===== src/design/wwd_pkg.sv =====
// package: register map, field layout, reset values and timing of the watchdog
package wwd_pkg;
    // register byte offsets on the bus
    localparam logic [3:0] OFS_CMD = 4'h0;
    localparam logic [3:0] OFS_MODE = 4'h4;
    localparam logic [3:0] OFS_STAT = 4'h8;
    // command register fields
    localparam int CMD_RESTART_BIT = 0;
    localparam int CMD_KEY_LSB = 24;
    localparam logic [7:0] CMD_KEY = 8'hA5;
    // mode register fields
    localparam int MODE_RELOAD_LSB = 0;
    localparam int MODE_FIEN_BIT = 12;
    localparam int MODE_RSTEN_BIT = 13;
    localparam int MODE_PROC_BIT = 14;
    localparam int MODE_DIS_BIT = 15;
    localparam int MODE_WIN_LSB = 16;
    localparam int MODE_DBGHLT_BIT = 28;
    localparam int MODE_IDLEHLT_BIT = 29;
    localparam logic [31:0] MODE_RESET = 32'h3FFF_2FFF;
    localparam logic [31:0] MODE_MASK = 32'h3FFF_FFFF;
    // status register fields
    localparam int STAT_UNF_BIT = 0;
    localparam int STAT_ERR_BIT = 1;
    // counter geometry and prescaler
    localparam int CNT_W = 12;
    localparam int PRESCALE_DIV = 128;
    localparam int PRESCALE_W = 7;
endpackage


===== src/design/wwd_prescaler.sv =====
// divide-by-128 prescaler on the slow clock enable
`timescale 1ns/1ps
module wwd_prescaler #(
    parameter int DIV = wwd_pkg::PRESCALE_DIV,
    parameter int W = wwd_pkg::PRESCALE_W
) (
    // clock and reset
    input wire logic clk,
    input wire logic sys_rst,
    // control
    input wire logic restart,
    input wire logic slow_en,
    input wire logic run,
    // tick out
    output logic tick
);
    // state of the divider
    typedef struct packed {
        logic [W-1:0] cnt;
        logic tick;
    } wwd_div_t;
    wwd_div_t s_q, s_d;

    localparam logic [W-1:0] LAST = W'(DIV - 1);

    // count slow clock edges while running; restart starts from zero
    always_comb begin
        s_d = s_q;
        s_d.tick = 1'b0;
        if (restart) begin
            s_d.cnt = '0;
        end else if (slow_en && run) begin
            if (s_q.cnt == LAST) begin
                s_d.cnt = '0;
                s_d.tick = 1'b1;
            end else begin
                s_d.cnt = s_q.cnt + W'(1);
            end
        end
    end

    // register the divider state
    always_ff @(posedge clk) begin
        if (sys_rst) begin
            s_q <= '0;
        end else begin
            s_q <= s_d;
        end
    end

    assign tick = s_q.tick;

    // a tick never follows a restart in the next cycle
    a_restart_clears: assert property (
        @(posedge clk) disable iff (sys_rst)
        restart |=> !tick)
        else $error("tick right after restart");
endmodule


===== src/design/wwd_top.sv =====
// windowed watchdog: counter, window check, flags, fault and wishbone slave
// Functional notes
// - twelve-bit down counter loaded from reload value
// - counter ticks at slow clock over 128
// - reset: reload 0xFFF, fault reset enabled
// - disable bit stops watchdog counting
// - mode write reloads and restarts counter
// - mode register writable once after reset
// - processor reset restarts with initial values
// - keyed restart reloads counter, resets prescaler
// - wrong key write has no effect
// - key byte must be 0xA5
// - underflow sets flag, fault if enabled
// - restart above window flags error, fault
// - window not below reload: no errors
// - flags interrupt only with interrupt enable
// - fault with reset enable requests watchdog reset
// - status read clears flags, interrupt, fault
// - reset is system-wide or processor only
// - processor select limits reset to processor
// - counter freezes in debug or idle
//
// Register access over Wishbone and the placing of the registers were decided locally.
`timescale 1ns/1ps
module wwd_top (
    // clock and reset
    input wire logic clk,
    input wire logic sys_rst,
    // wishbone slave
    input wire logic wb_cyc_i,
    input wire logic wb_stb_i,
    input wire logic wb_we_i,
    input wire logic [3:0] wb_adr_i,
    input wire logic [3:0] wb_sel_i,
    input wire logic [31:0] wb_dat_i,
    output logic [31:0] wb_dat_o,
    output logic wb_ack_o,
    // timing and system state
    input wire logic slow_clk_en,
    input wire logic cpu_debug,
    input wire logic sys_idle,
    // fault outputs
    output logic wdt_irq,
    output logic wdt_fault,
    output logic fault_sys_reset,
    output logic fault_proc_reset,
    output logic [wwd_pkg::CNT_W-1:0] counter_value
);
    localparam int CW = wwd_pkg::CNT_W;

    // bus timing: a request is taken on the edge where cyc and stb are high
    // and no ack is pending; ack and read data follow one cycle later and
    // stand for one cycle only, so a master needs two cycles per access.
    // the counter counts down only on the prescaler tick, which is one cycle wide
    // and comes the cycle after a running slow clock pulse; all else happens on clk.
    // sys_rst is the processor reset: it re-arms the write-once mode
    // register and brings back the default running configuration, so a
    // watchdog that has fired comes back up armed and counting.

    // whole state of the block
    typedef struct packed {
        logic [31:0] mode;        // mode register image
        logic mode_locked;        // set by the first mode write
        logic [CW-1:0] cnt;       // down counter
        logic unf;                // underflow flag
        logic err;                // restart error flag
        logic ack;                // bus acknowledge
        logic [31:0] rdata;       // read data
    } wwd_state_t;
    wwd_state_t s_q, s_d;

    // field decode, used on the stored image and on written data
    // both fields are twelve bits wide, matching the counter
    function automatic logic [CW-1:0] reload_of(input logic [31:0] m);
        reload_of = m[wwd_pkg::MODE_RELOAD_LSB +: CW];
    endfunction
    function automatic logic [CW-1:0] window_of(input logic [31:0] m);
        window_of = m[wwd_pkg::MODE_WIN_LSB +: CW];
    endfunction

    // the slave answers every access, mapped or not, in one cycle
    // bus access decode
    logic acc, wr, rd, hit_cmd, hit_mode, hit_stat, full_word;
    assign acc = wb_cyc_i && wb_stb_i && !s_q.ack;
    assign wr = acc && wb_we_i;
    assign rd = acc && !wb_we_i;
    assign hit_cmd = wb_adr_i == wwd_pkg::OFS_CMD;
    assign hit_mode = wb_adr_i == wwd_pkg::OFS_MODE;
    assign hit_stat = wb_adr_i == wwd_pkg::OFS_STAT;
    // partial writes are ignored: key and fields live in several lanes
    assign full_word = wb_sel_i == 4'hF;

    // the key lives in the top byte; a wrong key aborts the whole write,
    // restart bit included, so stray writes cannot feed the watchdog
    // command and mode write events
    logic key_ok, restart_cmd, mode_wr, restart_any;
    assign key_ok = wb_dat_i[wwd_pkg::CMD_KEY_LSB +: 8] == wwd_pkg::CMD_KEY;
    assign restart_cmd = wr && hit_cmd && full_word && key_ok
        && wb_dat_i[wwd_pkg::CMD_RESTART_BIT];
    assign mode_wr = wr && hit_mode && full_word && !s_q.mode_locked;
    assign restart_any = restart_cmd || mode_wr;

    // the halt inputs are levels from the system; they freeze both the
    // counter and the prescaler, so no part of a period is lost
    // running condition: not disabled and not halted
    logic dis, run;
    assign dis = s_q.mode[wwd_pkg::MODE_DIS_BIT];
    assign run = !dis
        && !(cpu_debug && s_q.mode[wwd_pkg::MODE_DBGHLT_BIT])
        && !(sys_idle && s_q.mode[wwd_pkg::MODE_IDLEHLT_BIT]);

    // the prescaler restarts on both kinds of restart, so a fresh count
    // always lasts the full number of slow clock pulses
    // prescaler tick
    logic tick;
    wwd_prescaler #(
        .DIV(wwd_pkg::PRESCALE_DIV),
        .W(wwd_pkg::PRESCALE_W)
    ) u_div (
        .clk(clk),
        .sys_rst(sys_rst),
        .restart(restart_any),
        .slow_en(slow_clk_en),
        .run(run),
        .tick(tick)
    );

    // window check: error only if above window; a window at or above the
    // reload value can never be exceeded, so it needs no special case
    logic win_err, unf_ev, err_ev;
    assign win_err = s_q.cnt > window_of(s_q.mode);
    // restart error is checked even when the watchdog is disabled
    assign err_ev = restart_cmd && win_err;
    assign unf_ev = tick && run && s_q.cnt == '0 && !restart_any;

    // next state
    // all next values start from the current state and are overridden
    always_comb begin
        s_d = s_q;
        // ack is raised for one cycle per taken request
        s_d.ack = acc;
        // mode register write once
        // later writes are still acknowledged, only their data is dropped
        if (mode_wr) begin
            s_d.mode = wb_dat_i & wwd_pkg::MODE_MASK;
            s_d.mode_locked = 1'b1;
        end
        // counter: reload on restart, decrement on tick
        // a mode write carries its own reload value, so it comes first;
        // a restart that fails the window check does not reload; a tick in that cycle still counts down
        if (mode_wr) begin
            s_d.cnt = reload_of(wb_dat_i);
        end else if (restart_cmd && !win_err) begin
            s_d.cnt = reload_of(s_q.mode);
        end else if (tick && run) begin
            if (s_q.cnt == '0) begin
                s_d.cnt = reload_of(s_q.mode);
            end else begin
                s_d.cnt = s_q.cnt - CW'(1);
            end
        end
        // status read clears, but a new event in the same cycle wins
        if (rd && hit_stat) begin
            s_d.unf = 1'b0;
            s_d.err = 1'b0;
        end
        if (unf_ev) begin
            s_d.unf = 1'b1;
        end
        if (err_ev) begin
            s_d.err = 1'b1;
        end
        // read data mux, unmapped addresses read as zero
        // the mode image is returned whole, reserved bits read as zero
        s_d.rdata = '0;
        if (rd) begin
            if (hit_mode) begin
                s_d.rdata = s_q.mode;
            end else if (hit_stat) begin
                s_d.rdata[wwd_pkg::STAT_UNF_BIT] = s_q.unf;
                s_d.rdata[wwd_pkg::STAT_ERR_BIT] = s_q.err;
            end
        end
    end

    // register state; reset restores initial values and restarts
    // fields are set by name so the defaults stay easy to follow
    always_ff @(posedge clk) begin
        if (sys_rst) begin
            s_q.mode <= wwd_pkg::MODE_RESET;
            s_q.mode_locked <= 1'b0;
            s_q.cnt <= reload_of(wwd_pkg::MODE_RESET);
            s_q.unf <= 1'b0;
            s_q.err <= 1'b0;
            s_q.ack <= 1'b0;
            s_q.rdata <= '0;
        end else begin
            s_q <= s_d;
        end
    end

    // outputs
    // the resets out are levels; the reset controller decides how long
    // to hold them and feeds its processor reset back as sys_rst
    logic any_flag, rst_en;
    assign any_flag = s_q.unf || s_q.err;
    assign rst_en = s_q.mode[wwd_pkg::MODE_RSTEN_BIT];
    assign wb_ack_o = s_q.ack;
    assign wb_dat_o = s_q.rdata;
    assign counter_value = s_q.cnt;
    assign wdt_irq = any_flag && s_q.mode[wwd_pkg::MODE_FIEN_BIT];
    // the fault line follows the flags so a status read drops it
    assign wdt_fault = any_flag && rst_en;
    assign fault_proc_reset = wdt_fault;
    assign fault_sys_reset = wdt_fault
        && !s_q.mode[wwd_pkg::MODE_PROC_BIT];

    // assertions: bus handshake first, then the counter and flag rules;
    // each one guards the logic written above it in this file
    // ack is a single-cycle pulse, so a master can never see it twice
    a_ack_one_cycle: assert property (
        @(posedge clk) disable iff (sys_rst)
        wb_ack_o |=> !wb_ack_o)
        else $error("ack held two cycles");

    // every taken request is answered exactly one cycle later
    a_ack_follows: assert property (
        @(posedge clk) disable iff (sys_rst)
        (wb_cyc_i && wb_stb_i && !wb_ack_o) |=> wb_ack_o)
        else $error("no ack after request");

    // read data is zero except in the acknowledge cycle
    a_read_zero: assert property (
        @(posedge clk) disable iff (sys_rst)
        !wb_ack_o |-> wb_dat_o == '0)
        else $error("read data outside ack");

    // once locked the mode image never changes until reset
    a_mode_once: assert property (
        @(posedge clk) disable iff (sys_rst)
        s_q.mode_locked |=> $stable(s_q.mode))
        else $error("locked mode register changed");

    // an accepted mode write loads the counter from the written value
    a_mode_reload: assert property (
        @(posedge clk) disable iff (sys_rst)
        mode_wr |=> s_q.cnt == reload_of($past(wb_dat_i)))
        else $error("mode write did not reload");

    // a command without the key leaves counter and error flag alone;
    // a tick in the same cycle would move the counter, so it is excluded
    a_bad_key: assert property (
        @(posedge clk) disable iff (sys_rst)
        (wr && hit_cmd && !key_ok && !tick)
        |=> $stable(s_q.cnt) && $stable(s_q.err))
        else $error("unkeyed command had effect");

    // a keyed restart inside the window reloads from the stored image
    a_restart_reload: assert property (
        @(posedge clk) disable iff (sys_rst)
        (restart_cmd && !win_err && !mode_wr)
        |=> s_q.cnt == reload_of($past(s_q.mode)))
        else $error("restart did not reload");

    // a restart above the window always ends in the error flag
    a_win_error: assert property (
        @(posedge clk) disable iff (sys_rst)
        (restart_cmd && s_q.cnt > window_of(s_q.mode)) |=> s_q.err)
        else $error("window error not flagged");

    // the window check still works with the watchdog disabled
    a_err_disabled: assert property (
        @(posedge clk) disable iff (sys_rst)
        (err_ev && dis) |=> s_q.err && wdt_fault == $past(rst_en))
        else $error("disabled watchdog missed a window error");

    // a running tick above zero takes exactly one off the counter
    a_tick_dec: assert property (
        @(posedge clk) disable iff (sys_rst)
        (tick && run && !restart_any && s_q.cnt != '0)
        |=> s_q.cnt == $past(s_q.cnt) - CW'(1))
        else $error("tick did not decrement");

    // a tick at zero reloads and leaves the underflow flag set
    a_unf_reload: assert property (
        @(posedge clk) disable iff (sys_rst)
        unf_ev |=> s_q.cnt == reload_of($past(s_q.mode)) && s_q.unf)
        else $error("underflow did not reload");

    // an underflow with reset enabled raises the fault line
    a_unf_fault: assert property (
        @(posedge clk) disable iff (sys_rst)
        (unf_ev && rst_en) |=> wdt_fault && s_q.unf)
        else $error("underflow fault missing");

    // the fault line stays up until status is read, the mode is written or reset comes
    a_fault_hold: assert property (
        @(posedge clk) disable iff (sys_rst)
        (wdt_fault && !(rd && hit_stat) && !mode_wr) |=> wdt_fault)
        else $error("fault dropped without a status read");

    // a status read with no new event clears fault and interrupt
    a_read_clear: assert property (
        @(posedge clk) disable iff (sys_rst)
        (rd && hit_stat && !unf_ev && !err_ev) |=> !wdt_fault && !wdt_irq)
        else $error("status read did not clear");

    // the interrupt needs the enable bit and a pending flag
    a_irq_gate: assert property (
        @(posedge clk) disable iff (sys_rst)
        wdt_irq |-> s_q.mode[wwd_pkg::MODE_FIEN_BIT] && any_flag)
        else $error("interrupt without enable");

    // halted or disabled, the counter only moves on a restart
    a_halt_freeze: assert property (
        @(posedge clk) disable iff (sys_rst)
        (!run && !restart_any) |=> $stable(s_q.cnt))
        else $error("counter moved while halted");

    // a system reset request always carries the processor reset too
    a_sys_has_proc: assert property (
        @(posedge clk) disable iff (sys_rst)
        fault_sys_reset |-> fault_proc_reset)
        else $error("system reset without processor reset");

    // processor-only select keeps the system reset quiet
    a_proc_only: assert property (
        @(posedge clk) disable iff (sys_rst)
        (wdt_fault && s_q.mode[wwd_pkg::MODE_PROC_BIT])
        |-> fault_proc_reset && !fault_sys_reset)
        else $error("processor-only select ignored");

    // with the select clear a fault asks for every reset
    a_all_resets: assert property (
        @(posedge clk) disable iff (sys_rst)
        (wdt_fault && !s_q.mode[wwd_pkg::MODE_PROC_BIT])
        |-> fault_sys_reset && fault_proc_reset)
        else $error("full reset not requested");
endmodule


===== config.mk =====
export PLATFORM = sky130hd
export DESIGN_NAME = wwd_top
export DESIGN_NICKNAME = d
export VERILOG_FILES = /design/src/design/wwd_pkg.sv /design/src/design/wwd_prescaler.sv /design/src/design/wwd_top.sv
export SDC_FILE = /design/constraint.sdc
export NUM_CORES = 1
export LEC_CHECK = 0
export ABC_CLOCK_PERIOD_IN_PS = 2800
export BUFFER_PORTS_ARGS = -buffer_cell sky130_fd_sc_hd__buf_2
export CAP_MARGIN = 20
export CORE_MARGIN = 2
export CORE_UTILIZATION = 25
export CTS_CLUSTER_DIAMETER = 150
export DETAILED_ROUTE_END_ITERATION = 12
export MAX_ROUTING_LAYER = met4
export RECOVER_POWER = 100
export REMOVE_ABC_BUFFERS = 1
export SLEW_MARGIN = 25
export SYNTH_ARGS = -nofsm -noshare
export SYNTH_HDL_FRONTEND = slang
export SYNTH_SLANG_ARGS = --single-unit
export TNS_END_PERCENT = 100

===== constraint.sdc =====
create_clock -name clk -period 2.8 [get_ports clk]
set_input_delay 0.42 -clock clk [delete_from_list [all_inputs] [get_ports clk]]
set_output_delay 0.42 -clock clk [all_outputs]
set_load 0.03 [all_outputs]

==> impl_metrics.py, run 1 <==
metrics = {
    "pwr": {
        "ir_drop_mv": 0.234,
        "p_leak_nw": 2.01,
        "power.density_nw_per_um2": 538,
    },
    "grt": {
        "track_usage_pct": 12.3,
        "antenna_found_initial": 2,
        "grt_max_degree": 40,
        "overflow": 0,
        "grt_first_pass_wirelength_mm": 16.4,
        "grt_pass1_vias": 3136,
    },
    "hold_path": {
        "hold_class": "in2reg",
    },
    "cts": {
        "htree_levels": 3,
        "hold_buffers": 0,
        "cts_resized": 0,
        "cts_buffers": 9,
        "cts_sinks": 84,
        "cts_tree": "done",
        "cts_max_path_buffers": 2,
        "cts.clk_slew.worst_paths_ns": 0.06,
        "clkLatencyLatePin_ns": 0.33,
        "cts_root_buffer": "clkbuf_16",
        "post-cts-setup-buffer-count": 0,
    },
    "final_layout": {
        "fillCellCount": 1694,
        "final_nets": 573,
        "final_area_um2": 4630,
        "stdcell_count": 733,
        "area_delta_synth_final_pct": 14.6,
        "drive_gt1_share_pct": 15.1,
    },
    "yosys": {
        "post-synth-top-area-cell": "dfxtp_1",
        "synth_top_area_share_pct": 41.6,
        "synth.avg_cell_area_um2": 8.79,
        "async_flop_share_pct": 0,
        "synth-seq-cells": 84,
        "synth.top_cells.by_area": "dfxtp_1 42%, buf_4 8.7%, nand2_1 5.1%",
        "synth-edff-count": 0,
        "synth_seq_area_share_pct": 41.6,
        "syn_inst": 460,
        "synth.cell_area_um2": 4050,
        "ys_types": 54,
        "yosysWarnings": 0,
        "synth_ff_type": "dfxtp_1",
    },
    "timing": {
        "maxSlewViolCount": 0,
        "rsz0062_at_grt": "false",
        "hold_slack_ns": 0.292,
        "skew_ns": 0.00644,
        "setup_violations": 0,
        "finalCritPeriodShare_pct": 92.6,
        "slew_headroom_pct": 31.9,
        "finalSetupTns_ns": 0,
        "fmax_mhz": 386,
        "finalHoldViolations": 0,
        "worstMarginPinSlew_ns": 1.02,
        "fin_crit_ns": 2.59,
    },
    "die": {
        "std_cell_rows": 46,
        "die_w_um": 131,
        "fp.dieH_um": 131,
        "core_area_um2": 15800,
        "io-pin-count": 97,
        "die_area_um2": 17200,
        "initial_utilization_pct": 25.6,
    },
    "worst_setup_path": {
        "crit_fanout": 11,
        "crit_path_end_kind": "flip-flop",
        "crit_type": "reg2reg",
        "crit_required_ns": 3.05,
        "worst_ep_arrival_time_ns": 2.84,
        "start_kind": "flip-flop",
    },
    "placed_design": {
        "place_area_um2": 4440,
        "port_buffers": 94,
        "dp_hpwl_mm": 7.55,
        "dp_cells": 715,
        "globalplace.congestion": 0.850,
    },
    "drt": {
        "viasPerCell": 4.32,
        "dr.pass1.iters": 4,
        "wl_per_cell_um": 14.0,
        "final_antenna_net_count": 0,
        "num_vias": 3167,
        "drt_iter0_markers": 138,
        "routed_wl_mm": 10.3,
        "drc": 0,
    },
    "status": {
        "status": "finished clean",
    },
    "job": {
        "max-cap-violations": 0,
    },
}
[per-stage QoR]
stage	utilization, %	setup WS [ns]	power (W)
floorplan	-	-0.505	0.00126
global placement	28.0	0.285	0.00132
detailed placement	28.0	0.176	0.00132
CTS	30.0	0.263	0.00254
global route	29.3	0.00761	0.00259
finish	29.3	0.207	0.00249
[area by class of cell]
class	instances	area [um^2]	share of cell area, %
clock buffers	11	243	5.24
repair buffers	104	467	10.1
diodes	2	5.00	0.108
inverters	24	90.1	1.94
clock inverters	5	61.3	1.32
multi-input cells	287	1820	39.2
well taps	216	270	5.83
flip-flops and latches	84	1680	36.3
[layout by cell type (no fill, tap or decap), drive strengths merged, types with 8 or more instances in the layout]
cell type  netlist  final
nand3           16     16
a211o           12     12
nand2           55     55
o21ai           14     14
dfxtp           84     84
and2            31     31
nand4            8      8
a22oi            8      8
nor2            27     27
ha              15     15
a21oi           24     24
inv             24     24
buf             54     51
clkbuf          12     64
xnor2            8      8
[cells in the mapped netlist, types with 3 or more instances]
master / instances
dfxtp_1: 84
nand2_1: 55
buf_4: 47
and2_1: 31
nor2_1: 26
a21oi_1: 24
inv_1: 24
nand3_1: 16
ha_1: 15
o21ai_0: 14
a211o_1: 12
clkbuf_1: 12
nand4_1: 8
xnor2_1: 8
buf_2: 6
a21boi_1: 5
a22oi_2: 5
nand3b_1: 5
xor2_1: 5
a32oi_1: 4
nand2b_1: 4
a22oi_1: 3
and3_1: 3
nor2b_1: 3
nor3_1: 3
nor4b_1: 3
[worst max-delay path: stages, from the launching register on]
cell      delay [ns]
dfxtp_1         0.48
ha_1            0.30
a21oi_1         0.14
o21ai_0         0.17
a221oi_1        0.48
a31oi_1         0.31
nor3b_1         0.23
buf_4           0.23
a22oi_1         0.18
[power by group]
group	total, W	leakage [nW]	internal [W]	switching, W
logic	0.0000899	1.19	0.0000391	0.0000508
registers	0.00120	0.678	0.00120	0.00000224
clock network	0.00121	0.138	0.000717	0.000488
[flip-flops by register name, summed over array words and instances, names as in the netlist]
name and flops:
counter_value 12, dis 1, rst_en 1, s_q 31, u_div.s_q 7, u_div.tick 1
wb_ack_o 1, wb_dat_o 30
[final timing paths]
kind	from	to	cells past startpoint	slack, ns
hold reg to reg	s_q[67]$_SDFFE_PP1P_	wb_dat_o[19]$_SDFF_PP0_	1	0.46
setup / recovery	counter_value[5]$_SDFFE_PP1P_	counter_value[7]$_SDFFE_PP1P_	8	0.21
setup reg to reg	counter_value[5]$_SDFFE_PP1P_	counter_value[7]$_SDFFE_PP1P_	8	0.21
hold / removal	wb_dat_i[22]	s_q[70]$_SDFFE_PP1P_	2	0.29
[routing by layer]
layer	up-vias	global-route usage (%)	part of all wire, %
met2	81	18.1	44
met5	-	-	0
li1	1616	-	-
met3	10	3.97	6.7
met1	1460	15.9	48
met4	0	4.17	1.6
[kinds of logic after synthesis]
group | count (synthesis) | synth area share [%]
buffers and inverters | 90 | 12.9
other | 1 | 0.0927
AND/OR/NAND/NOR | 176 | 24.0
XOR/XNOR | 13 | 2.81
AO/OA/AOI/OAI | 81 | 14.0
adder cells (fa/ha/maj) | 15 | 4.64
flip-flops | 84 | 41.6
Note: power is estimated with default switching activity, not from simulation.
==> run 2: changes to the inputs <==
--- a/config.mk
+++ b/config.mk
@@ -5,7 +5,7 @@
 export SDC_FILE = /design/constraint.sdc
 export NUM_CORES = 1
 export LEC_CHECK = 0
-export ABC_CLOCK_PERIOD_IN_PS = 2800
+export ABC_CLOCK_PERIOD_IN_PS = 2700
 export BUFFER_PORTS_ARGS = -buffer_cell sky130_fd_sc_hd__buf_2
 export CAP_MARGIN = 20
 export CORE_MARGIN = 2
==> constraint.sdc (replaced) <==
create_clock -name clk -period 2.7 [get_ports clk]
set_input_delay 0.405 -clock clk [delete_from_list [all_inputs] [get_ports clk]]
set_output_delay 0.405 -clock clk [all_outputs]
set_load 0.03 [all_outputs]
==> run 2 against run 1 <==
Compared with the run above: the run now ends with max-capacitance violations, max-slew violations left; setup slack better by 0.029 ns; largest power group is now sequential cells; critical endpoint is now counter_value[0]$_SDFFE_PP1P_; final cell count up 2.6%; clock-buffer cell count did not move; critical path depth increased by 1; via count is 2.4% higher.
==> impl_metrics.py, run 2 (synthesis gave the netlist of run 1 again) <==
metrics = {
    "drt": {
        "viasPerCell": 4.31,
        "drc": 0,
        "drt_iter0_markers": 224,
        "dr.pass1.iters": 4,
        "routed_wl_mm": 10.4,
        "final_antenna_net_count": 0,
        "wl_per_cell_um": 13.9,
        "num_vias": 3242,
    },
    "die": {
        "die_area_um2": 17200,
        "io-pin-count": 97,
        "fp.dieH_um": 131,
        "initial_utilization_pct": 25.6,
        "std_cell_rows": 46,
        "core_area_um2": 15800,
        "die_w_um": 131,
    },
    "worst_setup_path": {
        "startpoint": "s_q[74]$_SDFFE_PP1P_",
        "crit_fanout": 13,
        "crit_path_end_kind": "flip-flop",
        "worst_ep_arrival_time_ns": 2.69,
        "start_kind": "flip-flop",
        "crit_type": "reg2reg",
        "r2r_start": "s_q[74]$_SDFFE_PP1P_",
        "crit_required_ns": 2.92,
    },
    "cts": {
        "cts_sinks": 84,
        "cts_max_path_buffers": 2,
        "hold_buffers": 0,
        "htree_levels": 3,
        "cts_resized": 1,
        "post-cts-setup-buffer-count": 0,
        "cts_buffers": 9,
        "cts_root_buffer": "clkbuf_16",
        "cts.clk_slew.worst_paths_ns": 0.07,
        "clkLatencyLatePin_ns": 0.34,
        "cts_tree": "done",
    },
    "final_layout": {
        "stdcell_count": 752,
        "final_nets": 594,
        "drive_gt1_share_pct": 20.0,
        "final_cell_mix": "84 x dfxtp_1, 55 x nand2_1, 50 x clkbuf_1",
        "top_register": "s_q",
        "largest_reg_flops": 31,
        "fillCellCount": 1718,
        "n_antenna_cell": 0,
        "layout_commonest_cell": "dfxtp_1",
        "area_delta_synth_final_pct": 18.8,
    },
    "grt": {
        "grt_pass1_vias": 3306,
        "overflow": 0,
        "antenna_found_initial": 0,
        "track_usage_pct": 12.7,
        "grt_max_degree": 39,
        "grt_first_pass_wirelength_mm": 17.1,
    },
    "timing": {
        "finalHoldViolations": 0,
        "hold_slack_ns": 0.271,
        "skew_ns": 0.00838,
        "maxSlewViolCount": 39,
        "postLayoutSetupSlackWorst_ns": 0.236,
        "setup_violations": 0,
        "rsz0062_at_grt": "false",
        "fin_crit_ns": 2.46,
        "finalCritPeriodShare_pct": 91.3,
        "worstMarginPinSlew_ns": 1.73,
        "slew_headroom_pct": -15.1,
        "fmax_mhz": 406,
    },
    "placed_design": {
        "dp_cells": 736,
        "dp_hpwl_mm": 7.79,
        "globalplace.congestion": 0.842,
        "place_ws_ns": -0.156,
        "port_buffers": 94,
    },
    "status": {
        "status": "complete, but fails checks",
        "violations": "max-capacitance violations, max-slew violations",
    },
    "pwr": {
        "ir_drop_mv": 0.242,
        "p_leak_nw": 2.13,
        "power.density_nw_per_um2": 528,
    },
    "hold_path": {
        "hold_class": "in2reg",
        "hold_start": "wb_dat_i[21]",
    },
    "job": {
        "max-cap-violations": 1,
    },
}
[run 2: worst max-delay path, stage by stage (launching register included)]
cell and delay, ns:
dfxtp_1 0.33, inv_1 0.05, ha_1 0.30, nand4_1 0.18
nor3_1 0.37, nor4b_2 0.31, a31oi_1 0.09, clkbuf_4 0.23
nor2b_1 0.15, a221o_1 0.33
[run 2: routing by layer]
metal | GRT usage [%] | wire (um) | up-vias | part of all wire (%)
li1 | - | - | 1661 | -
met2 | 18.7 | 4490 | 78 | 43
met4 | 4.41 | 113 | 0 | 1.1
met1 | 17.1 | 5310 | 1496 | 51
met5 | - | 0 | - | 0
met3 | 3.09 | 506 | 7 | 4.9
[run 2: stage by stage]
step / setup TNS [ns] / instance area, um^2 / total power (W) / util [%]
2_1_floorplan: -7.70 / 3620 / 0.00131 / -
3_3_place_gp: -0.369 / 4600 / 0.00137 / 29.0
3_5_place_dp: -0.799 / 4600 / 0.00137 / 29.0
4_1_cts: 0 / 4890 / 0.00257 / 30.9
5_1_grt: 0 / 4810 / 0.00263 / 30.4
6_report: 0 / 4810 / 0.00254 / 30.4
[run 2: layout make-up]
cell class	instances	area [um^2]	area share [%]
clock buffer	11	253	5.26
clock inverter	5	35.0	0.729
inverter	24	90.1	1.87
multi-input combinational	287	1850	38.4
sequential	84	1680	35.0
tap	216	270	5.62
timing repair buffer	125	631	13.1
[run 2: final timing paths]
check / end / slack, ns / cells past startpoint
setup reg to reg: counter_value[0]$_SDFFE_PP1P_ / 0.24 / 9
setup / recovery: counter_value[0]$_SDFFE_PP1P_ / 0.24 / 9
hold / removal: s_q[69]$_SDFFE_PP1P_ / 0.27 / 2
hold reg to reg: wb_dat_o[22]$_SDFF_PP0_ / 0.45 / 1
[run 2: where the power goes]
group | switching [W] | internal [W]
Combinational | 0.0000547 | 0.0000426
Sequential | 0.00000223 | 0.00124
Clock | 0.000522 | 0.000676
Total | 0.000579 | 0.00196
==> run 3: changes to the inputs <==
--- a/config.mk
+++ b/config.mk
@@ -5,7 +5,8 @@
 export SDC_FILE = /design/constraint.sdc
 export NUM_CORES = 1
 export LEC_CHECK = 0
-export ABC_CLOCK_PERIOD_IN_PS = 2700
+export ABC_AREA = 0
+export ABC_CLOCK_PERIOD_IN_PS = 2500
 export BUFFER_PORTS_ARGS = -buffer_cell sky130_fd_sc_hd__buf_2
 export CAP_MARGIN = 20
 export CORE_MARGIN = 2
==> constraint.sdc (replaced) <==
create_clock -name clk -period 2.5 [get_ports clk]
set_input_delay 0.375 -clock clk [delete_from_list [all_inputs] [get_ports clk]]
set_output_delay 0.375 -clock clk [all_outputs]
set_load 0.03 [all_outputs]
==> run 3 against run 2 <==
Compared with the run above: the run now ends clean; cell area decreased by 0.89%; first-iteration DRC count decreased by 25%; combinational power increased by 7%; sequential power increased by 8%; global-route usage decreased by 0.38 points; via count decreased by 1.2%; hold slack got worse by 0.026 ns; routed wire length decreased by 3.1%; die area unchanged; utilization decreased by 0.27 points; critical endpoint is now counter_value[2]$_SDFFE_PP1P_; highest routed layer unchanged.
==> impl_metrics.py, run 3 (synthesis gave the netlist of run 1 again) <==
metrics = {
    "cts": {
        "cts.clk_slew.worst_paths_ns": 0.06,
        "cts_sinks": 84,
        "hold_buffers": 0,
        "cts_buffers": 9,
        "htree_levels": 3,
        "clkLatencyLatePin_ns": 0.34,
        "cts_tree": "done",
        "cts_resized": 0,
        "cts_max_path_buffers": 2,
        "cts_root_buffer": "clkbuf_16",
        "post-cts-setup-buffer-count": 0,
    },
    "worst_setup_path": {
        "crit_type": "reg2reg",
        "critPathSlowestCell": "a221oi_1",
        "r2r_cells": 9,
        "r2r_end": "counter_value[2]$_SDFFE_PP1P_",
        "crit_buf_inv": 2,
        "crit_fanout": 11,
        "crit_family": "compound AO/OA/AOI/OAI gates",
        "startpoint": "s_q[71]$_SDFFE_PP1P_",
        "start_kind": "flip-flop",
        "critPathMaxStageDelay_ns": 0.44,
        "crit_required_ns": 2.76,
        "r2r_start": "s_q[71]$_SDFFE_PP1P_",
        "r2r_slack_ns": 0.21,
        "worst_ep_arrival_time_ns": 2.54,
        "worstPathCellList": "inv_1 > ha_1 > a21oi_1 > o21ai_0 > a221oi_1 > a31oi_1 > nor3b_1 > buf_4 > a22oi_1",
        "crit_path_end_kind": "flip-flop",
        "path_depth": 9,
    },
    "drt": {
        "viasPerCell": 4.32,
        "drt-met1-wl_mm": 5.26,
        "wl_per_cell_um": 13.6,
        "num_vias": 3202,
        "wl_met3_um": 434,
        "final_antenna_net_count": 0,
        "routed_wl_mm": 10.1,
        "drc": 0,
        "wl_met2_mm": 4.18,
        "dr.pass1.iters": 4,
        "drt_iter0_markers": 167,
        "top_layer_used": "met4",
    },
    "placed_design": {
        "dp_hpwl_mm": 7.50,
        "dp_cells": 726,
        "place_ws_ns": 0.0968,
        "globalplace.congestion": 0.886,
        "port_buffers": 94,
    },
    "die": {
        "fp.dieH_um": 131,
        "std_cell_rows": 46,
        "initial_utilization_pct": 25.6,
        "die_w_um": 131,
        "core_area_um2": 15800,
        "io-pin-count": 97,
        "die_area_um2": 17200,
    },
    "timing": {
        "finalSetupTns_ns": 0,
        "maxSlewViolCount": 0,
        "finalHoldViolations": 0,
        "finalCritPeriodShare_pct": 91.4,
        "fin_crit_ns": 2.29,
        "skew_ns": 0.00530,
        "setup_violations": 0,
        "fmax_mhz": 438,
        "postLayoutSetupSlackWorst_ns": 0.215,
        "slew_headroom_pct": 59.4,
        "worstMarginPinSlew_ns": 0.608,
        "rsz0062_at_grt": "false",
        "hold_slack_ns": 0.245,
    },
    "grt": {
        "grt_max_degree": 44,
        "antenna_found_initial": 0,
        "grt_pass1_vias": 3108,
        "grt_first_pass_wirelength_mm": 16.3,
        "overflow": 0,
        "track_usage_pct": 12.4,
    },
    "job": {
        "max-cap-violations": 0,
    },
    "final_layout": {
        "fillCellCount": 1720,
        "drive_gt1_share_pct": 17.1,
        "final_nets": 584,
        "largest_reg_flops": 31,
        "layout_commonest_cell": "dfxtp_1",
        "final_cell_mix": "84 x dfxtp_1, 55 x nand2_1, 51 x clkbuf_1",
        "area_delta_synth_final_pct": 17.8,
        "top_register": "s_q",
        "final_core_util_pct": 30.1,
        "stdcell_count": 742,
        "n_antenna_cell": 0,
    },
    "pwr": {
        "p_leak_nw": 2.11,
        "ir_drop_mv": 0.287,
        "power.density_nw_per_um2": 606,
    },
    "hold_path": {
        "hold_start": "wb_dat_i[21]",
        "hold_path_end": "s_q[69]$_SDFFE_PP1P_",
        "hold_class": "in2reg",
        "hold_depth": 2,
    },
    "status": {
        "status": "finished clean",
    },
}
run 3: per-layer routing:
| layer | up-vias | global-route usage (%) |
|---|---|---|
| li1 | 1641 | - |
| met1 | 1457 | 16.4 |
| met2 | 90 | 18.0 |
| met3 | 14 | 2.74 |
| met4 | 0 | 5.62 |
| met5 | - | - |
run 3: how the worst max path moves through the flow:
stage / to / slack (ns)
after CTS: counter_value[2]$_SDFFE_PP1P_ / 0.08
after detailed placement: counter_value[2]$_SDFFE_PP1P_ / 0.1
final: counter_value[2]$_SDFFE_PP1P_ / 0.21
after floorplan: counter_value[2]$_SDFFE_PP1P_ / -0.81
after global placement: counter_value[2]$_SDFFE_PP1P_ / 0.11
after global routing: counter_value[7]$_SDFFE_PP1P_ / 0.002
run 3: area by class of cell:
type / count / area (um^2) / area share [%]
Timing Repair Buffer: 115 / 587 / 12.3
Multi-Input combinational cell: 287 / 1820 / 38.1
Sequential cell: 84 / 1680 / 35.3
Tap cell: 216 / 270 / 5.67
Inverter: 24 / 90.1 / 1.89
Clock buffer: 12 / 246 / 5.17
Clock inverter: 4 / 72.6 / 1.52
run 3: through the flow:
stage / power (W) / cell area [um^2]
after floorplan: 0.00141 / 3620
after global placement: 0.00148 / 4550
after detailed placement: 0.00148 / 4550
after CTS: 0.00293 / 4870
after global routing: 0.00299 / 4760
final: 0.00288 / 4760
run 3: where the power goes:
part,total [W],switching [W],internal (W)
registers,0.00134,0.00000244,0.00134
logic,0.000104,0.0000583,0.0000457
clock network,0.00144,0.000535,0.000902
